===== src/rtl/tcm_consts.svh =====
// Purpose: offsets, field positions, reset values of the timer channel block
// Assumes: 32-bit bus words, one register per aligned word
// Notes:   byte offsets within the block's window
`ifndef TCM_CONSTS_SVH
`define TCM_CONSTS_SVH

// ----------------------------------------------------------------
// widths
// ----------------------------------------------------------------
`define TCM_CNT_W        16
`define TCM_ADDR_W       8

// ----------------------------------------------------------------
// register offsets
// ----------------------------------------------------------------
`define TCM_OFS_CTRL     8'h00
`define TCM_OFS_COUNT    8'h04
`define TCM_OFS_MODULO   8'h08
`define TCM_OFS_CH_CTRL  8'h0c
`define TCM_OFS_CH_VALUE 8'h10
`define TCM_OFS_SYSCFG   8'h14

// ----------------------------------------------------------------
// control / status fields
// ----------------------------------------------------------------
`define TCM_CTRL_FLAG    7
`define TCM_CTRL_IE      6
`define TCM_CTRL_STOP    5
`define TCM_CTRL_RST     4
`define TCM_CH_FLAG      7
`define TCM_CH_IE        6
`define TCM_CH_MODE_HI   5
`define TCM_CH_MODE_LO   4
`define TCM_CH_EL_HI     3
`define TCM_CH_EL_LO     2
`define TCM_CH_TOV       1
`define TCM_CH_MAX       0
`define TCM_SYS_BREAK_CLEAR_ENABLE     0

// ----------------------------------------------------------------
// reset values and encodings
// ----------------------------------------------------------------
`define TCM_MODULO_RST   16'hffff
`define TCM_STOP_RST     1'h1
`define TCM_MODE_CAPT    2'h0
`define TCM_EL_OFF       2'h0
`define TCM_EL_TOGGLE    2'h1
`define TCM_EL_CLEAR     2'h2
`define TCM_EL_SET       2'h3
`define TCM_HTRANS_NSEQ  1

`endif


===== src/rtl/tcm_pkg.sv =====
// Purpose: types of the timer channel block
// Assumes: tcm_consts.svh gives the widths
// Notes:   whole module state is one packed struct
`include "tcm_consts.svh"

package tcm_pkg;

  typedef enum logic [2:0] {
    TCM_PH_IDLE  = 3'h1,
    TCM_PH_WRITE = 3'h2,
    TCM_PH_READ  = 3'h4
  } tcm_phase_t;

  typedef struct packed {
    logic                  ovf_flag;
    logic                  ovf_armed;
    logic                  ovf_ie;
    logic                  cnt_stop;
    logic                  ch_flag;
    logic                  ch_armed;
    logic                  ch_ie;
    logic [1:0]            mode;
    logic [1:0]            edge_lvl;
    logic                  tov;
    logic                  max_req;
    logic                  max_eff;
    logic                  level;
    logic                  buf_pend;
    logic                  break_clear_enable;
  } tcm_ctl_t;

  typedef struct packed {
    logic [`TCM_CNT_W-1:0]  count;
    logic [`TCM_CNT_W-1:0]  modulo;
    logic [`TCM_CNT_W-1:0]  ch_value;
    logic [`TCM_CNT_W-1:0]  ch_buf;
    tcm_ctl_t               ctl;
    tcm_phase_t             phase;
    logic [`TCM_ADDR_W-1:0] addr;
    logic [31:0]            rdata;
  } tcm_state_t;

  typedef struct packed {
    logic rise;
    logic fall;
  } tcm_edges_t;

endpackage : tcm_pkg


===== src/rtl/tcm_timer.sv =====
// Purpose: 16-bit timer with one capture/compare channel on an AHB-Lite slave
// Assumes: single slave on the bus, hclk 250 MHz, low-power and break as inputs
// Notes:   zero-wait writes, one-wait reads, response always OKAY
// Function
// - counts in wait, bus locked out
// - enabled requests wake processor from wait
// - stop mode freezes everything, values kept
// - resume from kept state after stop
// - break holds the counter
// - break clear enable lets clears stick
// - otherwise break protects flags and arming
// - channel pin is capture or compare
// - edge level 00 presets output level
// - mode 00 captures rising, falling, both
// - mode 01 toggle, clear, set on match
// - mode 1X buffered compare, same actions
// - overflow toggle on compare, reset clear
// - overflow beats simultaneous compare match
// - full duty force gives 100 percent
// - full duty change applies next period
// - overflow flag at modulo, interrupt request
// - channel flag on event, interrupt request
// - counter read never disturbs counting
//
// The implementer's own choices: the address map and the AHB-Lite interface to the registers.
`timescale 1ns/1ps

`include "tcm_consts.svh"

module tcm_timer #(
  parameter int CNT_W = `TCM_CNT_W
) (
  input  wire logic        hclk,
  input  wire logic        hresetn,
  input  wire logic        hsel,
  input  wire logic [31:0] haddr,
  input  wire logic [1:0]  htrans,
  input  wire logic        hwrite,
  input  wire logic [2:0]  hsize,
  input  wire logic [31:0] hwdata,
  input  wire logic        hready,
  output logic             hreadyout,
  output logic             hresp,
  output logic [31:0]      hrdata,
  input  wire logic        wait_mode,
  input  wire logic        stop_mode,
  input  wire logic        break_active,
  input  wire logic        channel0_pin_in,
  output logic             channel0_pin_out,
  output logic             channel0_pin_oe_n,
  output logic             irq_request,
  output logic             wake_request
);

  // ----------------------------------------------------------------
  // elaboration checks
  // ----------------------------------------------------------------
  if (CNT_W != `TCM_CNT_W) begin : g_width_check
    $error("tcm_timer: CNT_W must equal the state struct width");
  end

  tcm_pkg::tcm_state_t st;
  tcm_pkg::tcm_state_t next_st;
  tcm_pkg::tcm_edges_t edges;

  logic            tick;
  logic            ovf;
  logic            match;
  logic            is_capt;
  logic            is_oc;
  logic            capt_evt;
  logic            protect;
  logic            accept;
  logic            wr_flag;
  logic [CNT_W-1:0] wval;
  logic [31:0]     rmux;

  tcm_edge_sync u_sync (
    .hclk    (hclk),
    .hresetn (hresetn),
    .pin_in  (channel0_pin_in),
    .edges   (edges)
  );

  // ----------------------------------------------------------------
  // decode of channel mode and counter events
  // ----------------------------------------------------------------
  always_comb begin
    // counter halts for software stop, break and stop mode, not for wait
    tick     = ~st.ctl.cnt_stop & ~break_active & ~stop_mode;
    ovf      = tick & (st.count == st.modulo);
    is_capt  = (st.ctl.mode == `TCM_MODE_CAPT) & (st.ctl.edge_lvl != `TCM_EL_OFF);
    is_oc    = (st.ctl.mode != `TCM_MODE_CAPT) & (st.ctl.edge_lvl != `TCM_EL_OFF);
    match    = tick & is_oc & (st.count == st.ch_value);
    capt_evt = ~stop_mode & is_capt
             & ((st.ctl.edge_lvl[0] & edges.rise)
              | (st.ctl.edge_lvl[1] & edges.fall));
    protect  = break_active & ~st.ctl.break_clear_enable;
    accept   = hsel & hready & htrans[`TCM_HTRANS_NSEQ]
             & ~wait_mode & ~stop_mode;
    wval     = hwdata[CNT_W-1:0];
  end

  // ----------------------------------------------------------------
  // read mux, sampled into hrdata in the read wait cycle
  // ----------------------------------------------------------------
  always_comb begin
    rmux = 32'h0;
    unique case (st.addr)
      `TCM_OFS_CTRL: begin
        rmux[`TCM_CTRL_FLAG] = st.ctl.ovf_flag;
        rmux[`TCM_CTRL_IE]   = st.ctl.ovf_ie;
        rmux[`TCM_CTRL_STOP] = st.ctl.cnt_stop;
      end
      `TCM_OFS_COUNT:    rmux[CNT_W-1:0] = st.count;
      `TCM_OFS_MODULO:   rmux[CNT_W-1:0] = st.modulo;
      `TCM_OFS_CH_CTRL: begin
        rmux[`TCM_CH_FLAG] = st.ctl.ch_flag;
        rmux[`TCM_CH_IE]   = st.ctl.ch_ie;
        rmux[`TCM_CH_MODE_HI:`TCM_CH_MODE_LO] = st.ctl.mode;
        rmux[`TCM_CH_EL_HI:`TCM_CH_EL_LO]     = st.ctl.edge_lvl;
        rmux[`TCM_CH_TOV] = st.ctl.tov;
        rmux[`TCM_CH_MAX] = st.ctl.max_req;
      end
      `TCM_OFS_CH_VALUE: rmux[CNT_W-1:0] = st.ch_value;
      `TCM_OFS_SYSCFG:   rmux[`TCM_SYS_BREAK_CLEAR_ENABLE] = st.ctl.break_clear_enable;
      default:           rmux = 32'h0;
    endcase
  end

  // ----------------------------------------------------------------
  // next state
  // ----------------------------------------------------------------
  always_comb begin
    next_st = st;
    wr_flag = 1'b0;

    // bus phase tracking; reads take one wait cycle
    unique case (st.phase)
      tcm_pkg::TCM_PH_IDLE: begin
      end
      tcm_pkg::TCM_PH_WRITE: begin
        next_st.phase = tcm_pkg::TCM_PH_IDLE;
        wr_flag       = 1'b1;
      end
      tcm_pkg::TCM_PH_READ: begin
        next_st.phase = tcm_pkg::TCM_PH_IDLE;
        next_st.rdata = rmux;
        // first step of a two-step clear, not taken while protected
        if (!protect) begin
          if (st.addr == `TCM_OFS_CTRL && st.ctl.ovf_flag) begin
            next_st.ctl.ovf_armed = 1'b1;
          end
          if (st.addr == `TCM_OFS_CH_CTRL && st.ctl.ch_flag) begin
            next_st.ctl.ch_armed = 1'b1;
          end
        end
      end
    endcase
    if (accept && st.phase != tcm_pkg::TCM_PH_READ) begin
      next_st.addr  = haddr[`TCM_ADDR_W-1:0];
      next_st.phase = hwrite ? tcm_pkg::TCM_PH_WRITE : tcm_pkg::TCM_PH_READ;
    end

    // register writes in the data phase
    if (wr_flag) begin
      unique case (st.addr)
        `TCM_OFS_CTRL: begin
          next_st.ctl.ovf_ie   = hwdata[`TCM_CTRL_IE];
          next_st.ctl.cnt_stop = hwdata[`TCM_CTRL_STOP];
          if (!hwdata[`TCM_CTRL_FLAG] && st.ctl.ovf_armed && !protect) begin
            next_st.ctl.ovf_flag  = 1'b0;
            next_st.ctl.ovf_armed = 1'b0;
          end
          if (hwdata[`TCM_CTRL_RST]) begin
            next_st.count = '0;
          end
        end
        `TCM_OFS_MODULO: next_st.modulo = wval;
        `TCM_OFS_CH_CTRL: begin
          next_st.ctl.ch_ie    = hwdata[`TCM_CH_IE];
          next_st.ctl.mode     = hwdata[`TCM_CH_MODE_HI:`TCM_CH_MODE_LO];
          next_st.ctl.edge_lvl = hwdata[`TCM_CH_EL_HI:`TCM_CH_EL_LO];
          next_st.ctl.tov      = hwdata[`TCM_CH_TOV];
          next_st.ctl.max_req  = hwdata[`TCM_CH_MAX];
          if (!hwdata[`TCM_CH_FLAG] && st.ctl.ch_armed && !protect) begin
            next_st.ctl.ch_flag  = 1'b0;
            next_st.ctl.ch_armed = 1'b0;
          end
        end
        `TCM_OFS_CH_VALUE: begin
          // buffered mode parks the value until the period ends
          if (st.ctl.mode[1]) begin
            next_st.ch_buf       = wval;
            next_st.ctl.buf_pend = 1'b1;
          end else begin
            next_st.ch_value = wval;
          end
        end
        `TCM_OFS_SYSCFG: next_st.ctl.break_clear_enable = hwdata[`TCM_SYS_BREAK_CLEAR_ENABLE];
        default: begin
        end
      endcase
    end

    // counter; a counter reset write still wins over a tick
    if (tick && !(wr_flag && st.addr == `TCM_OFS_CTRL && hwdata[`TCM_CTRL_RST])) begin
      next_st.count = ovf ? '0 : st.count + 1'b1;
    end

    // hardware set wins over a same-cycle software clear
    if (ovf) begin
      next_st.ctl.ovf_flag = 1'b1;
    end
    if (capt_evt) begin
      next_st.ch_value = st.count;
    end
    if (capt_evt || match) begin
      next_st.ctl.ch_flag = 1'b1;
    end

    // period boundary: buffered value and full-duty request take effect
    if (ovf) begin
      next_st.ctl.max_eff = st.ctl.max_req;
      if (st.ctl.buf_pend) begin
        next_st.ch_value     = st.ch_buf;
        next_st.ctl.buf_pend = 1'b0;
      end
    end

    // channel output level
    if (st.ctl.edge_lvl == `TCM_EL_OFF) begin
      next_st.ctl.level = ~st.ctl.mode[0];
    end else if (is_oc) begin
      if (ovf && st.ctl.tov) begin
        next_st.ctl.level = ~st.ctl.level;
      end else if (match) begin
        unique case (st.ctl.edge_lvl)
          `TCM_EL_TOGGLE: next_st.ctl.level = ~st.ctl.level;
          `TCM_EL_CLEAR:  next_st.ctl.level = 1'b0;
          `TCM_EL_SET:    next_st.ctl.level = 1'b1;
          default:        next_st.ctl.level = st.ctl.level;
        endcase
      end
    end

    // stop mode freezes the whole block
    if (stop_mode) begin
      next_st = st;
    end
  end

  // ----------------------------------------------------------------
  // state register
  // ----------------------------------------------------------------
  always_ff @(posedge hclk or negedge hresetn) begin
    if (!hresetn) begin
      st              <= '0;
      st.modulo       <= `TCM_MODULO_RST;
      st.ctl.cnt_stop <= `TCM_STOP_RST;
      st.phase        <= tcm_pkg::TCM_PH_IDLE;
    end else begin
      st <= next_st;
    end
  end

  // ----------------------------------------------------------------
  // outputs
  // ----------------------------------------------------------------
  always_comb begin
    hreadyout         = (st.phase != tcm_pkg::TCM_PH_READ);
    hresp             = 1'b0;
    hrdata            = st.rdata;
    // forced level holds through the whole period, hence 100 percent
    channel0_pin_out  = (is_oc & st.ctl.tov & st.ctl.max_eff) | st.ctl.level;
    channel0_pin_oe_n = ~is_oc;
    irq_request       = (st.ctl.ovf_flag & st.ctl.ovf_ie)
                      | (st.ctl.ch_flag & st.ctl.ch_ie);
    wake_request      = irq_request & wait_mode;
  end

endmodule : tcm_timer


===== src/rtl/tcm_edge_sync.sv =====
// Purpose: bring the channel pin into the bus clock and find its edges
// Assumes: pin is asynchronous to hclk
// Notes:   one pulse per qualifying edge
`timescale 1ns/1ps

module tcm_edge_sync (
  input  wire logic         hclk,
  input  wire logic         hresetn,
  input  wire logic         pin_in,
  output tcm_pkg::tcm_edges_t edges
);

  logic [2:0] sync;

  // ----------------------------------------------------------------
  // two-stage synchroniser, third stage only for edge compare
  // ----------------------------------------------------------------
  always_ff @(posedge hclk or negedge hresetn) begin
    if (!hresetn) begin
      // line idles high on its pull-up; a low reset value fakes a rise
      sync <= 3'h7;
    end else begin
      sync <= {sync[1:0], pin_in};
    end
  end

  // edges look only at stages two and three
  always_comb begin
    edges.rise = sync[1] & ~sync[2];
    edges.fall = ~sync[1] & sync[2];
  end

endmodule : tcm_edge_sync


===== config.mk =====
export PLATFORM = sky130hd
export DESIGN_NAME = tcm_timer
export DESIGN_NICKNAME = d
export VERILOG_FILES = /design/src/rtl/tcm_pkg.sv /design/src/rtl/tcm_timer.sv /design/src/rtl/tcm_edge_sync.sv
export VERILOG_INCLUDE_DIRS = /design/src /design/src/rtl
export SDC_FILE = /design/constraint.sdc
export NUM_CORES = 1
export LEC_CHECK = 0
export ABC_AREA = 1
export BUFFER_PORTS_ARGS = -buffer_cell sky130_fd_sc_hd__buf_2
export CORE_ASPECT_RATIO = 1.2
export CORE_MARGIN = 4
export CORE_UTILIZATION = 50
export DETAILED_ROUTE_END_ITERATION = 6
export GPL_ROUTABILITY_DRIVEN = 0
export GPL_TIMING_DRIVEN = 0
export PLACE_DENSITY = 0.73
export SLEW_MARGIN = 20
export SYNTH_ARGS = -nofsm -noshare
export SYNTH_HDL_FRONTEND = slang
export SYNTH_SLANG_ARGS = --single-unit

===== constraint.sdc =====
create_clock -name hclk -period 2.1 [get_ports hclk]
set_clock_uncertainty 0.2 [all_clocks]
set_input_delay 0 -clock hclk [delete_from_list [all_inputs] [get_ports hclk]]
set_output_delay 0 -clock hclk [all_outputs]
set_load 0.1 [all_outputs]

### After elaboration in Yosys (flattened, before gate mapping)

Index checks and enable logic that the tools add are counted.

| cells by class | value |
|---|---|
| add/sub/neg operators | 1 |
| equal/unequal tests | 13 |
| muxes and demuxes | 43 |
| bitwise logic cells | 36 |
| reductions and logical operators | 47 |

Operator list:

| operator | count |
|---|---|
| two-way mux 16 bit | 10 |
| two-way mux 77 bit | 1 |
| equality test 16 bit | 2 |
| two-way mux 32 bit | 1 |
| nonzero test 2 bit | 13 |
| case mux 8 bit (3 select lines) | 1 |
| AND 1 bit | 23 |
| AND reduction 4 bit | 5 |
| two-way mux 1 bit | 18 |
| adder 16 x 1 -> 16 bit (second input constant) | 1 |
| equality test 8 x 4 -> 1 bit (second input constant) | 2 |
| equality test 8 x 5 -> 1 bit (second input constant) | 2 |
| case mux 4 bit (4 select lines) | 1 |
| case mux 3 bit (5 select lines) | 1 |
| AND reduction 3 bit | 4 |
| logical AND 1 bit | 11 |
| two-way mux 11 bit | 1 |
| NOT 1 bit | 10 |
| two-way mux 9 bit | 1 |
| equality test 8 x 3 -> 1 bit (second input constant) | 1 |
| logical NOT 8 bit | 1 |
| AND reduction 2 bit | 4 |
| two-way mux 2 bit | 3 |
| two-way mux 3 bit | 2 |
| 15 further kinds | 21 |

| word-level totals | value |
|---|---|
| register bits after elaboration | 111 |
| input port bits | 78 |
| output and inout port bits | 38 |

### Longest topological paths before layout

| depth | value |
|---|---|
| word-level depth | 11 |
| depth in mapped cells | 15 |
| mapped depth without buffers | 14 |

### By module

From an unflattened synthesis, not the netlist that was laid out.

| second synthesis, totals | value |
|---|---|
| cell total of the unflattened synthesis | 828 |
| area total of the unflattened synthesis | 6353.6 um^2 |

By module, submodules not included:

| module | instances | cells each | area an instance (um^2) |
|---|---|---|---|
| tcm_timer | 1 | 821 | 6259.8 |
| tcm_edge_sync | 1 | 7 | 93.8 |

### Worst setup path after synthesis

Ideal clock, no wire load.

| timing | value |
|---|---|
| path type | flip-flop to output port |
| start | register st[55] (netlist name) |
| end | output wake_request |
| arrival | 2.824 ns |
| path slack | -0.924 ns |
| stages on the path, launching flop included | 4 |
| path through | dfrtp_1 inv_1 o22ai_1 and2_1 |

| between the ends | value |
|---|---|
| longest elaborated chain between the ends | 3 |

Ends and longest elaborated chain:

| item | line | text |
|---|---|---|
| from (decl) | tcm_timer.sv:62 | `tcm_pkg::tcm_state_t st;` |
| from (signal assigned) | tcm_timer.sv:263 | `st <= next_st;` |
| AND 1 bit | tcm_timer.sv:278 | `\| (st.ctl.ch_flag & st.ctl.ch_ie);` |
| bitwise OR 1 bit | tcm_timer.sv:278 |  |
| net irq_request | tcm_timer.sv:51 | `output logic irq_request,` |
| AND 1 bit | tcm_timer.sv:279 | `wake_request = irq_request & wait_mode;` |
| to (decl) | tcm_timer.sv:52 | `output logic wake_request` |

The timed path passes the listed nets, and every way through them passes these cells.

### Worst setup path in the final report

| timing | value |
|---|---|
| start | register st[107] (netlist name) |
| end | register st[81] (netlist name) |

| between the ends | value |
|---|---|
| longest elaborated chain between the ends | 3 |

Ends and longest elaborated chain:

| item | line | text |
|---|---|---|
| equality test 16 bit | tcm_timer.sv:91 | `ovf = tick & (st.count == st.modulo);` |
| AND 1 bit | tcm_timer.sv:91 |  |
| two-way mux 16 bit | tcm_timer.sv:223 | `if (ovf) begin` |

Every way passes these cells.
A chain may end at the register's enable or synchronous reset.

==> run_results.csv <==
group,metric,value,unit
timing,final_min_period_over_clock_period,101,%
worst_hold_path,whs_path_depth,7,
timing,fin_setup_tns,-24.5,ps
placed_design,place_hpwl,12600,um
timing,maxSlewViolCount,0,
synth,syn-instance-count,811,
clocking,clk-insertion-delay-late,360,ps
die,fp.dieW,110,um
synth,synth_top_cells_by_area,"sky130_fd_sc_hd__dfrtp_1 36%, sky130_fd_sc_hd__nand2_1 15%, sky130_fd_sc_hd__dfstp_2 8.9%, sky130_fd_sc_hd__inv_1 4.6%, sky130_fd_sc_hd__buf_4 4.5%",
final_layout,synth_to_layout_area_growth,28.8,%
global_route,grt_start_max_net_pins,82,
final_layout,finish.cell_count_without_fillers,1126,
timing,fmax,0.474,GHz
detailed_routing,wl_per_cell,15.8,um
timing,setup-violations-final,3,
synth,synth.yosys.seq_area_share,45.1,%
detailed_routing,post-route-drc-count,0,
die,effective_utilization_at_floorplan,51.3,%
global_route,grt_pass1_wl,27700,um
die,chipHeight,130,um
power,report.power.total,8.18,mW
synth,syn_area,6220,um^2
die,design.die.area,14300,um^2
placed_design,io_buffers,54,
status,failed_checks,"setup timing",
detailed_routing,viasPerCell,5.26,
placed_design,dp_cells,1043,
timing,final.setup.worst_slack,-11.1,ps
final_layout,final_core_utilization,66.1,%
die,core_region_area,12100,um^2
global_route,global_route.usage.total,25.2,%
global_route,antenna_found_initial,0,
synth,netlist.area_leader.share,36.2,%
flow_run,maxCapViolations,0,
final_layout,design_area,8000,um^2
final_layout,final_nets,1039,
synth,synth_seq_cells,111,
detailed_routing,vias,5924,
critical_path,cp_data_required_time,2140,ps
clocking,clkTransAtPathRegs,80,ps
synth,synthSimpleGateAreaFrac,23.3,%
power,peakVddDrop,0.917,mV
global_route,grt_pass1_vias,5481,
synth,post_synth_fa_ha_maj_area_fraction,0.201,%
clocking,clockRootBuffer,"sky130_fd_sc_hd__clkbuf_16",
critical_path,worstSetupEndpointType,"register",
worst_hold_path,min_path_type,"input port to register",
timing,grt_setup_unrepaired,"true",
synth,synth-async-reset-ratio,100,%
detailed_routing,drt_pass1_iterations,5,
placed_design,dpl_worst_slack,-212,ps
timing,finalHoldWorstSlack,61.2,ps
synth,yosysWarnings,0,
timing,min_period,2110,ps
clocking,clock_tree.htree_level_count,3,
die,num_io_pins,116,
power,power_density,1020,nW/um^2
synth,synthesized_area_fraction_occupied_by_ao_oa_aoi_and_oai_cells,15.3,%
clocking,ctsLongestPathBuffers,2,
clocking,tritoncts,"yes",
critical_path,worst_setup_path_start_kind,"register",
synth,synthMuxAreaShare,0,%
critical_path,worstPathMaxFanout,8,
final_layout,antenna-diode-count,0,
critical_path,cp.arrival,2150,ps
clocking,cts_buffers,9,
final_layout,layout-drive-gt1-share,27.7,%
power,power.leakage,3.77,nW
critical_path,timing.reg2reg.worst_path_depth,11,
status,outcome,"finished with violations",
critical_path,timing.setup.critical_path_class,"register to register",
timing,report.final.hold_viol_count,0,
synth,yosys.cell_types.count,40,
synth,yosys.area_share.xor_xnor,3.95,%
detailed_routing,routed_wirelength,17700,um
synth,synthesis.area_per_instance,7.66,um^2
detailed_routing,drtAntennaViolNets,0,
synth,main_combinational_cell_family_by_area_after_synthesis,"simple AND/OR/NAND/NOR gates",
clocking,tritoncts_num_sinks,111,
synth,number_of_enable_flip_flop_cells_after_synthesis,0,
global_route,grt.overflow.total,0,
die,row_count,44,
synth,post-synth-top-area-cell,"sky130_fd_sc_hd__dfrtp_1",
placed_design,post_placement_cell_area,6820,um^2
synth,primary_ff_master_synth,"sky130_fd_sc_hd__dfrtp_1",
detailed_routing,initialDrtViolationCount,523,
[final timing paths]
check,startpoint,endpoint,slack [ps]
max,st[107],st[81],-10
min,hready,st[41],60
max reg2reg,st[107],st[81],-10
min reg2reg,u_sync.sync[0],u_sync.sync[1],160
max in group asynchronous,hresetn,st[94],730
min in group asynchronous,hresetn,st[74],510
[state kept, by name, indices dropped and copies added, names as in the netlist]
name and count:
st 92, hrdata 16, u_sync.sync 3
[cells in the final DEF (no fill, tap or decap), drive strengths merged]
| master | instances |
|---|---|
| nor2 | 43 |
| xor2 | 11 |
| nand2 | 257 |
| a2bb2oi | 2 |
| clkbuf | 25 |
| o221ai | 1 |
| nor3 | 3 |
| a22o | 2 |
| o211ai | 12 |
| clkinv | 2 |
| nand3 | 24 |
| clkinvlp | 1 |
| inv | 103 |
| conb | 17 |
| buf | 130 |
| dfstp | 21 |
| a21oi | 15 |
| dlygate4sd3 | 34 |
| nor4 | 2 |
| xnor2 | 17 |
| a211oi | 1 |
| o22ai | 30 |
| ha | 1 |
| a31oi | 4 |
| and2 | 1 |
| dlymetal6s4s | 1 |
| bufinv | 1 |
| o21ai | 103 |
| nand4 | 11 |
| dfrtp | 90 |
[layer usage]
layer  routed length, um  vias to the layer above  part of all wire (%)  track usage (%)
li1                    -                     2871                     -                -
met1                7320                     2744                    41             34.1
met2                8690                      262                    49             40.6
met3                1110                       47                   6.2             2.77
met4                 636                        0                   3.6             12.0
met5                   0                        -                     0                0
[critical path, cell delays in order (launching register included)]
cell and delay, ps:
sky130_fd_sc_hd__dfstp_2 570, sky130_fd_sc_hd__nand2_2 60, sky130_fd_sc_hd__nand2_2 80, sky130_fd_sc_hd__nand2_1 70, sky130_fd_sc_hd__nor2_1 150, sky130_fd_sc_hd__nand2_2 110
sky130_fd_sc_hd__nor2_4 120, sky130_fd_sc_hd__nand2_4 110, sky130_fd_sc_hd__nor2_8 220, sky130_fd_sc_hd__nor2_4 100, sky130_fd_sc_hd__nand2_1 100, sky130_fd_sc_hd__nand3_1 80
[layout make-up]
type	instances	area, um^2
plain buffers	58	403
clock buffers	9	225
clock inverters	7	87.6
fillers	1002	4110
inverters	100	392
multi-input cells	557	2940
flip-flops and latches	111	2820
well taps	161	201
repair buffers	123	941
[synthesized netlist by cell type (2+ instances only)]
cell                          n
sky130_fd_sc_hd__nand4_2      2
sky130_fd_sc_hd__nor2_2       5
sky130_fd_sc_hd__a21oi_1     15
sky130_fd_sc_hd__nand3_2      3
sky130_fd_sc_hd__o21ai_0     51
sky130_fd_sc_hd__dfstp_2     21
sky130_fd_sc_hd__nor4_1       2
sky130_fd_sc_hd__a22o_1       2
sky130_fd_sc_hd__dfrtp_1     90
sky130_fd_sc_hd__inv_2       22
sky130_fd_sc_hd__nand4_1      9
sky130_fd_sc_hd__xnor2_1     17
sky130_fd_sc_hd__xor2_1      11
sky130_fd_sc_hd__o211ai_1    12
sky130_fd_sc_hd__nor3_1       2
sky130_fd_sc_hd__a31oi_1      4
sky130_fd_sc_hd__nor2_4       4
sky130_fd_sc_hd__nor2_1      32
sky130_fd_sc_hd__o22ai_1     30
sky130_fd_sc_hd__a2bb2oi_1    2
sky130_fd_sc_hd__buf_4       37
sky130_fd_sc_hd__buf_2        7
sky130_fd_sc_hd__nand3_1     21
sky130_fd_sc_hd__nand2_1    255
sky130_fd_sc_hd__clkbuf_1    14
sky130_fd_sc_hd__inv_1       77
sky130_fd_sc_hd__o21ai_1     51
[what timing repair did]
item | CTS | global route
gates cloned | 0 | 2
hold buffers | 37 | 0
setup endpoints to repair | 74 | 93
pin swaps | 3 | 30
resized for setup | 24 | 65
hold endpoints to repair | 157 | 0
buffers inserted | 9 | 22
[report_power, final]
part / switching [mW] / internal, mW / total, mW / leakage [nW]
logic: 2.33 / 1.07 / 3.40 / 2.25
clock network: 0.861 / 0.956 / 1.82 / 0.154
registers: 0.395 / 2.57 / 2.96 / 1.37
total: 3.58 / 4.59 / 8.18 / 3.77
[cells by family after synthesis]
kind of cell             after synthesis
adder cells (fa/ha/maj)                1
XOR/XNOR                              28
other                                  1
AO/OA/AOI/OAI                        170
flip-flops                           111
AND/OR/NAND/NOR                      340
buffers and inverters                160
Power figures use the tool's default switching activity.
